**config.mk**
```make
export PLATFORM = sky130hd
export DESIGN_NAME = word_move_to_target_regs
export DESIGN_NICKNAME = d
export VERILOG_FILES = /design/src/rtl/wmove_pkg.sv /design/src/rtl/prod_if.sv /design/src/rtl/product_result_regs.sv /design/src/rtl/word_move_to_target_regs.sv
export SDC_FILE = /design/constraint.sdc
export NUM_CORES = 1
export LEC_CHECK = 0
export ABC_AREA = 1
export ABC_CLOCK_PERIOD_IN_PS = 12000
export BUFFER_PORTS_ARGS = -buffer_cell sky130_fd_sc_hd__buf_4
export CAP_MARGIN = 40
export CELL_PAD_IN_SITES_DETAIL_PLACEMENT = 1
export CELL_PAD_IN_SITES_GLOBAL_PLACEMENT = 1
export CORE_MARGIN = 2
export CORE_UTILIZATION = 35
export DETAILED_ROUTE_END_ITERATION = 12
export GPL_TIMING_DRIVEN = 0
export HOLD_SLACK_MARGIN = 0.05
export PLACE_DENSITY = 0.8
export SYNTH_ARGS = -nofsm -noshare
export SYNTH_HDL_FRONTEND = slang
export SYNTH_SLANG_ARGS = --single-unit
```
**constraint.sdc**
```tcl
create_clock -name clock -period 12 [get_ports clock]
set_input_delay 1.8 -clock clock [delete_from_list [all_inputs] [get_ports clock]]
set_output_delay 1.8 -clock clock [all_outputs]
set_load 0.1 [all_outputs]
```
**src/rtl/wmove_pkg.sv**
```systemverilog
// Purpose: Shared constants and types for the word move write path
// Assumes: 64-bit integer registers, 32-bit words
// Notes: Target register sets live outside this block
package wmove_pkg;

    localparam int WORD_W = 32;
    localparam int DWORD_W = 64;
    localparam int FREG_IDX_W = 5;
    localparam int CP2_SEL_W = 16;
    localparam int ODD_BIT = 0;
    localparam int MIN_UPPER_RELEASE = 2;
    localparam int DEF_ARCH_RELEASE = 2;

    // ------------------------------------------------------------
    // Word lane masks and fill value
    // ------------------------------------------------------------
    typedef logic [1:0] half_mask_t;
    localparam half_mask_t MASK_NONE = 2'h0;
    localparam half_mask_t MASK_LOW = 2'h1;
    localparam half_mask_t MASK_HIGH = 2'h2;
    localparam half_mask_t MASK_BOTH = 2'h3;
    localparam logic [WORD_W-1:0] UPPER_FILL = 32'h0;

    // ------------------------------------------------------------
    // Operations, states, exceptions
    // ------------------------------------------------------------
    typedef enum logic [2:0] {
        MV_FLOAT_LOW = 3'h0,
        MV_FLOAT_HIGH = 3'h1,
        MV_CP2_HIGH = 3'h2,
        MV_CP2_LOW = 3'h3,
        MV_UPPER_PROD = 3'h6,
        MV_BOTTOM_PROD = 3'h7
    } move_op_t;

    typedef enum logic {
        RES_READ = 1'h0,
        RES_UNREAD = 1'h1
    } result_state_t;

    typedef enum logic [1:0] {
        EXC_NONE = 2'h0,
        EXC_RESERVED = 2'h1,
        EXC_COP_UNUSABLE = 2'h3
    } exc_t;

    typedef logic [1:0] cop_num_t;
    localparam cop_num_t COP_NONE = 2'h0;
    localparam cop_num_t COP_FLOAT = 2'h1;
    localparam cop_num_t COP_CP2 = 2'h2;

endpackage

```
**src/rtl/prod_if.sv**
```systemverilog
// Purpose: Carrier between move decode and product result registers
// Assumes: One clock domain
// Notes: Write strobes are one-cycle pulses
`timescale 1ns/1ps
interface prod_if;
    import wmove_pkg::*;
    logic wr_upper;
    logic wr_bottom;
    logic [DWORD_W-1:0] wdata;
    logic md_valid;
    logic [DWORD_W-1:0] md_upper;
    logic [DWORD_W-1:0] md_lower;
    logic rd;
    logic [DWORD_W-1:0] upper;
    logic [DWORD_W-1:0] bottom;
    logic misuse;

    modport owner (
        input wr_upper, wr_bottom, wdata, md_valid, md_upper, md_lower, rd,
        output upper, bottom, misuse
    );
    modport user (
        output wr_upper, wr_bottom, wdata, md_valid, md_upper, md_lower, rd,
        input upper, bottom, misuse
    );
endinterface

```
**src/rtl/product_result_regs.sv**
```systemverilog
// Purpose: Upper and bottom multiply/divide result registers
// Assumes: Explicit write and unit result may meet in one cycle
// Notes: Explicit write wins over a unit result
`timescale 1ns/1ps
module product_result_regs (
    // Clock and reset
    input wire logic clock,
    input wire logic sys_rst,
    // Carrier
    prod_if.owner pr
);
    import wmove_pkg::*;

    typedef struct packed {
        logic [DWORD_W-1:0] upper;
        logic [DWORD_W-1:0] bottom;
        result_state_t state;
        logic misuse;
    } prod_state_t;

    prod_state_t s_r;
    prod_state_t s_nxt;

    // ------------------------------------------------------------
    // Next state
    // ------------------------------------------------------------
    always_comb begin
        s_nxt = s_r;
        s_nxt.misuse = 1'b0;
        if (pr.md_valid) begin
            s_nxt.upper = pr.md_upper;
            s_nxt.bottom = pr.md_lower;
        end
        // Unread result tracking, set wins over clear
        unique case (s_r.state)
            RES_READ: begin
                if (pr.md_valid) begin
                    s_nxt.state = RES_UNREAD;
                end
            end
            RES_UNREAD: begin
                if (pr.rd && !pr.md_valid) begin
                    s_nxt.state = RES_READ;
                end
            end
        endcase
        // Read needs no spacing before a write, see RULE_13
        if (pr.wr_upper) begin
            s_nxt.upper = pr.wdata; // see RULE_09
            if (s_r.state == RES_UNREAD && !pr.rd) begin
                s_nxt.misuse = 1'b1; // see RULE_11
            end
        end
        if (pr.wr_bottom) begin
            s_nxt.bottom = pr.wdata; // see RULE_10
            if (s_r.state == RES_UNREAD && !pr.rd) begin
                s_nxt.misuse = 1'b1; // see RULE_12
            end
        end
    end

    always_ff @(posedge clock or posedge sys_rst) begin
        if (sys_rst) begin
            s_r <= '0;
        end else begin
            s_r <= s_nxt;
        end
    end

    assign pr.upper = s_r.upper;
    assign pr.bottom = s_r.bottom;
    assign pr.misuse = s_r.misuse;

endmodule

```
**src/rtl/word_move_to_target_regs.sv**
```systemverilog
// Purpose: Write path moving an integer register word to other sets
// Assumes: One move request per cycle, taken when move_valid is high
// Notes: Float and coprocessor 2 register files sit outside
//
// Behaviour
// RULE_01: Word-to-float move writes low word; upper half left undefined.
// RULE_02: Word-to-coproc2 move writes low word of selected register.
// RULE_03: Coproc2 selector is 16 bits, passed on uninterpreted.
// RULE_04: Float upper-half move writes bits 63..32, keeps low word.
// RULE_05: Software avoids float upper move to odd index with mode 0.
// RULE_06: Coproc2 upper-half move writes bits 63..32, keeps low word.
// RULE_07: Upper-half moves before release 2 raise reserved instruction.
// RULE_08: Software issues low-word move before upper-half move.
// RULE_09: Upper product write loads full integer register into upper.
// RULE_10: Bottom product write loads full integer register into bottom.
// RULE_11: Upper write before result read leaves bottom unpredictable.
// RULE_12: Bottom write before result read leaves upper unpredictable.
// RULE_13: No spacing needed between result read and later write.
// RULE_14: Disabled target coprocessor raises unusable exception, no write.
`timescale 1ns/1ps
module word_move_to_target_regs #(
    parameter int ARCH_RELEASE = wmove_pkg::DEF_ARCH_RELEASE
) (
    // Clock and reset
    input wire logic clock,
    input wire logic sys_rst,
    // Move request
    input wire logic move_valid,
    input wire wmove_pkg::move_op_t move_op,
    input wire logic [wmove_pkg::DWORD_W-1:0] integer_reg,
    input wire logic [wmove_pkg::FREG_IDX_W-1:0] float_idx,
    input wire logic [wmove_pkg::CP2_SEL_W-1:0] cp2_sel,
    // Coprocessor status
    input wire logic float_usable,
    input wire logic cp2_usable,
    input wire logic float_reg_mode_bit,
    // Multiply/divide unit
    input wire logic md_result_valid,
    input wire logic [wmove_pkg::DWORD_W-1:0] md_upper,
    input wire logic [wmove_pkg::DWORD_W-1:0] md_lower,
    input wire logic result_read,
    // Float register write port
    output logic float_we_r,
    output logic [wmove_pkg::FREG_IDX_W-1:0] float_widx_r,
    output logic [wmove_pkg::DWORD_W-1:0] float_wdata_r,
    output wmove_pkg::half_mask_t float_wmask_r,
    // Coprocessor 2 register write port
    output logic cp2_we_r,
    output logic [wmove_pkg::CP2_SEL_W-1:0] cp2_wsel_r,
    output logic [wmove_pkg::DWORD_W-1:0] cp2_wdata_r,
    output wmove_pkg::half_mask_t cp2_wmask_r,
    // Product result registers
    output logic [wmove_pkg::DWORD_W-1:0] upper_result_reg_r,
    output logic [wmove_pkg::DWORD_W-1:0] bottom_result_reg_r,
    // Exceptions and misuse
    output logic exc_valid_r,
    output wmove_pkg::exc_t exc_cause_r,
    output wmove_pkg::cop_num_t exc_cop_r,
    output logic misuse_r
);
    import wmove_pkg::*;

    typedef struct packed {
        logic f_we;
        logic [FREG_IDX_W-1:0] f_idx;
        logic [DWORD_W-1:0] f_data;
        half_mask_t f_mask;
        logic c_we;
        logic [CP2_SEL_W-1:0] c_sel;
        logic [DWORD_W-1:0] c_data;
        half_mask_t c_mask;
        logic exc_valid;
        exc_t exc_cause;
        cop_num_t exc_cop;
        logic misuse;
    } move_state_t;

    move_state_t s_r;
    move_state_t s_nxt;
    prod_if pr ();

    // ------------------------------------------------------------
    // Helpers
    // ------------------------------------------------------------
    function automatic logic [DWORD_W-1:0] low_word(
        input logic [DWORD_W-1:0] v
    );
        return {UPPER_FILL, v[WORD_W-1:0]};
    endfunction

    function automatic logic [DWORD_W-1:0] high_word(
        input logic [DWORD_W-1:0] v
    );
        return {v[WORD_W-1:0], UPPER_FILL};
    endfunction

    localparam logic UPPER_OK = (ARCH_RELEASE >= MIN_UPPER_RELEASE);

    // ------------------------------------------------------------
    // Product result registers
    // ------------------------------------------------------------
    assign pr.wr_upper = move_valid && (move_op == MV_UPPER_PROD);
    assign pr.wr_bottom = move_valid && (move_op == MV_BOTTOM_PROD);
    assign pr.wdata = integer_reg;
    assign pr.md_valid = md_result_valid;
    assign pr.md_upper = md_upper;
    assign pr.md_lower = md_lower;
    assign pr.rd = result_read;

    product_result_regs u_prod (
        .clock(clock),
        .sys_rst(sys_rst),
        .pr(pr)
    );

    // ------------------------------------------------------------
    // Move decode
    // ------------------------------------------------------------
    always_comb begin
        s_nxt = s_r;
        s_nxt.f_we = 1'b0;
        s_nxt.c_we = 1'b0;
        s_nxt.exc_valid = 1'b0;
        s_nxt.exc_cause = EXC_NONE;
        s_nxt.exc_cop = COP_NONE;
        s_nxt.misuse = pr.misuse;
        if (move_valid) begin
            unique case (move_op)
                MV_FLOAT_LOW: begin
                    if (!float_usable) begin
                        s_nxt.exc_valid = 1'b1; // see RULE_14
                        s_nxt.exc_cause = EXC_COP_UNUSABLE;
                        s_nxt.exc_cop = COP_FLOAT;
                    end else begin
                        s_nxt.f_we = 1'b1; // see RULE_01
                        s_nxt.f_idx = float_idx;
                        s_nxt.f_data = low_word(integer_reg);
                        s_nxt.f_mask = MASK_BOTH;
                    end
                end
                MV_FLOAT_HIGH: begin
                    if (!UPPER_OK) begin
                        s_nxt.exc_valid = 1'b1; // see RULE_07
                        s_nxt.exc_cause = EXC_RESERVED;
                    end else if (!float_usable) begin
                        s_nxt.exc_valid = 1'b1; // see RULE_14
                        s_nxt.exc_cause = EXC_COP_UNUSABLE;
                        s_nxt.exc_cop = COP_FLOAT;
                    end else begin
                        s_nxt.f_we = 1'b1; // see RULE_04
                        s_nxt.f_idx = float_idx;
                        s_nxt.f_data = high_word(integer_reg);
                        s_nxt.f_mask = MASK_HIGH;
                        if (!float_reg_mode_bit && float_idx[ODD_BIT]) begin
                            s_nxt.misuse = 1'b1; // see RULE_05
                        end
                    end
                end
                MV_CP2_LOW: begin
                    if (!cp2_usable) begin
                        s_nxt.exc_valid = 1'b1; // see RULE_14
                        s_nxt.exc_cause = EXC_COP_UNUSABLE;
                        s_nxt.exc_cop = COP_CP2;
                    end else begin
                        s_nxt.c_we = 1'b1; // see RULE_02
                        s_nxt.c_sel = cp2_sel; // see RULE_03
                        s_nxt.c_data = low_word(integer_reg);
                        s_nxt.c_mask = MASK_BOTH;
                    end
                end
                MV_CP2_HIGH: begin
                    if (!UPPER_OK) begin
                        s_nxt.exc_valid = 1'b1; // see RULE_07
                        s_nxt.exc_cause = EXC_RESERVED;
                    end else if (!cp2_usable) begin
                        s_nxt.exc_valid = 1'b1; // see RULE_14
                        s_nxt.exc_cause = EXC_COP_UNUSABLE;
                        s_nxt.exc_cop = COP_CP2;
                    end else begin
                        s_nxt.c_we = 1'b1; // see RULE_06
                        s_nxt.c_sel = cp2_sel; // see RULE_03
                        s_nxt.c_data = high_word(integer_reg);
                        s_nxt.c_mask = MASK_HIGH;
                    end
                end
                MV_UPPER_PROD, MV_BOTTOM_PROD: begin
                end
                default: begin
                    s_nxt.exc_valid = 1'b1;
                    s_nxt.exc_cause = EXC_RESERVED;
                end
            endcase
        end
    end

    always_ff @(posedge clock or posedge sys_rst) begin
        if (sys_rst) begin
            s_r <= '0;
        end else begin
            s_r <= s_nxt;
        end
    end

    // ------------------------------------------------------------
    // Outputs
    // ------------------------------------------------------------
    assign float_we_r = s_r.f_we;
    assign float_widx_r = s_r.f_idx;
    assign float_wdata_r = s_r.f_data;
    assign float_wmask_r = s_r.f_mask;
    assign cp2_we_r = s_r.c_we;
    assign cp2_wsel_r = s_r.c_sel;
    assign cp2_wdata_r = s_r.c_data;
    assign cp2_wmask_r = s_r.c_mask;
    assign upper_result_reg_r = pr.upper;
    assign bottom_result_reg_r = pr.bottom;
    assign exc_valid_r = s_r.exc_valid;
    assign exc_cause_r = s_r.exc_cause;
    assign exc_cop_r = s_r.exc_cop;
    assign misuse_r = s_r.misuse;

endmodule

```
==> metrics.txt <==
CP max FO 2; Final ANT Viol Nets 0; core area between 40,000 and 50,000 sq um; FMAX 316 MHz; Setup Viol. Count Final 0; Critical R2R Launch cp2_wmask_r[1]; layout cells sized above 1 0.306; post-cts sizing count 0; max_cap viols 0; share of the synthesized area in the top cell type 0.497; IO Pins 513; Crit path arrival time 1360 ps; WHS Endpoint cp2_wsel_r[3]; power share of the clock group 0.283; Req. time, crit path around 10,000 ps; first-pass GRT wire length ~96,000 um; FP Rows 74; Final Core Density 0.497; maximum buffer depth of the clock tree 3; Worst Skew between 6 and 7 ps; Netlist cell types 18; reg-to-reg slack, setup 11,190 ps; Overflow after GRT 0; CTS tree built; post-synthesis sequential area ratio 0.497; DR DRC count 0; commonest cells after routing, fill and taps aside 939 x nand2_1, 641 x buf_4, 290 x nand3_1, 290 x dfrtp_1, 142 x inv_1; initial drt markers 851; minimum clock period about 3200 ps; CP Capture Type output pin; RePlAce Congestion 0.887; Post-Route WL 63,100 um; cells after synthesis 1,967; Sw Share 0.465; via count of the first global-routing pass approximately 16,000; Post-Layout Cell Count 3,079; Final Hold Vio Count 0; Max Slew Vio Count 0; setup TNS 0 ps; hold buffers post-CTS 0; Flop pwr share 0.296; CTS H-tree lvls 2; Clock Latency Late Sink 560 ps; Inserted Clock Buffers 36; Hold Startpoint cp2_wsel_r[3]; Peak VDD IR around 0.14 mV; die height roughly 210 um; crit path kind flop to output pin; PortBufs 511; net count reported at finish 2,742; antenna violations before repair 4; Setup Fix Bufs, Post-CTS 0; CTS sink count 290; P_sw about 1900 uW; Synth Net Count 2,191; FF-to-FF End cp2_wmask_r[1]; status completed; HPWL Detailed 48,500 um; worst slew pin tran 744 ps; DR WL/cell 20.5 um; Hold Slack about 470 ps; RSZ-0062 raised after global routing false; startpoint types flop; PD cells 198 nW/um^2; FF+latch count, synth between 200 and 300; Post-Syn Area between 10,000 and 15,000 sq um; Vias/cell 4.85; type of the most critical hold path flop to flop; DR vias 14,948; R2R depth 1; Cells after DPL 3,012; Ys Warns 0; hold path depth 2; GRT Total Usage 0.289; syn_area_per_cell 7.43 sq um; fin crit share 0.263; slew margin rel. 0.504; Leak 0.0120 uW; First-pass DRT Iterations 5; Die W 208 um; P&R area growth vs syn 39.6%; Synth area leaders dfrtp_1 50%, nand2_1 24%, nand3_1 9.9%, buf_4 6.7%, inv_1 3.7%; largest area contributor in the netlist dfrtp_1; power share of the combinational group 0.421; Starting Density 0.356; CTS root buf clkbuf_16; Die Footprint approximately 43,000 sq um; largest net degree at the start of global routing 107; cell-internal power 2160 uW; Fillers 5,208; Clock transition at path regs about 60 ps; commonest non-fill, non-tap cell in the layout nand2_1
critical path, cell delays in order, from the launching register on:
cell     delay [ps]
dfrtp_1         390
buf_4           130
buf_4           280
metrics by stage:
stage | power (uW) | instance area [sq um] | setup slack (ps)
after global placement | 2880 | 19100 | -1660
after detailed placement | 2910 | 19200 | 8510
final | 4040 | 20400 | 8840
after global routing | 4180 | 20400 | 8810
after CTS | 4070 | 20400 | 8810
after floorplan | 2470 | 14600 | 2190
registers in the layout (all words and copies together) (netlist names), 5 cells and up:
signal	count
u_prod.pr.upper	64
cp2_wsel_r	16
float_widx_r	5
float_wdata_r	64
u_prod.pr.bottom	64
cp2_wdata_r	64
power groups by stage:
stage	combinational, uW	clock [uW]	sequential (uW)
2_1_floorplan	653	0	1820
3_3_place_gp	1680	0	1200
3_5_place_dp	1700	0	1210
4_1_cts	1710	1170	1190
5_1_grt	1770	1200	1210
6_report	1700	1140	1190
final cells by class:
type	count	area, sq um	share of cell area
antenna	3	7.51	0.000368
buffer	257	1550	0.0758
clock buffer	51	1020	0.0499
clock inverter	13	200	0.00981
inverter	144	548	0.0269
multi-input combinational	1276	5260	0.258
sequential	290	7260	0.356
tap	532	666	0.0326
timing repair buffer	513	3890	0.191
worst max-delay path by stage:
stage | from | endpoint | slack (ps) | depth (start not counted)
after floorplan | sys_rst | cp2_wdata_r[0] | 2190 | 1
after global placement | sys_rst | cp2_wsel_r[0] | -1660 | 2
after detailed placement | sys_rst | cp2_wsel_r[0] | 8510 | 4
after CTS | exc_cause_r[0] | exc_cause_r[0] | 8810 | 2
after global routing | exc_cause_r[0] | exc_cause_r[0] | 8810 | 2
final | exc_cause_r[0] | exc_cause_r[0] | 8840 | 2
cell usage after synthesis:
master / number
buf_1: 3
buf_2: 75
buf_4: 130
clkbuf_1: 49
dfrtp_1: 290
inv_1: 143
inv_2: 1
nand2_1: 939
nand2_2: 1
nand3_1: 290
nand4_1: 35
nor2_1: 3
nor2_2: 1
nor2_4: 1
nor3_1: 1
o21ai_0: 1
o21ai_1: 2
or2_2: 2
cell families (layout without fill, tap and decap cells):
family | after synthesis | count (layout) | share of synthesized area
AOI/OAI and AO/OA | 3 | 3 | 0.00103
buffers and inverters | 401 | 978 | 0.143
DFF | 290 | 290 | 0.497
other | 0 | 3 | 0
and+or+nand+nor | 1273 | 1273 | 0.359
metal layers:
metal / wire [um] / vias up / GRT usage
met1: 24900 / 7260 / 0.338
met5: 16 / - / 0
met3: 4700 / 126 / 0.0773
met2: 30800 / 524 / 0.496
li1: - / 7036 / -
met4: 2720 / 2 / 0.130
(Power assumes the default switching activity.)
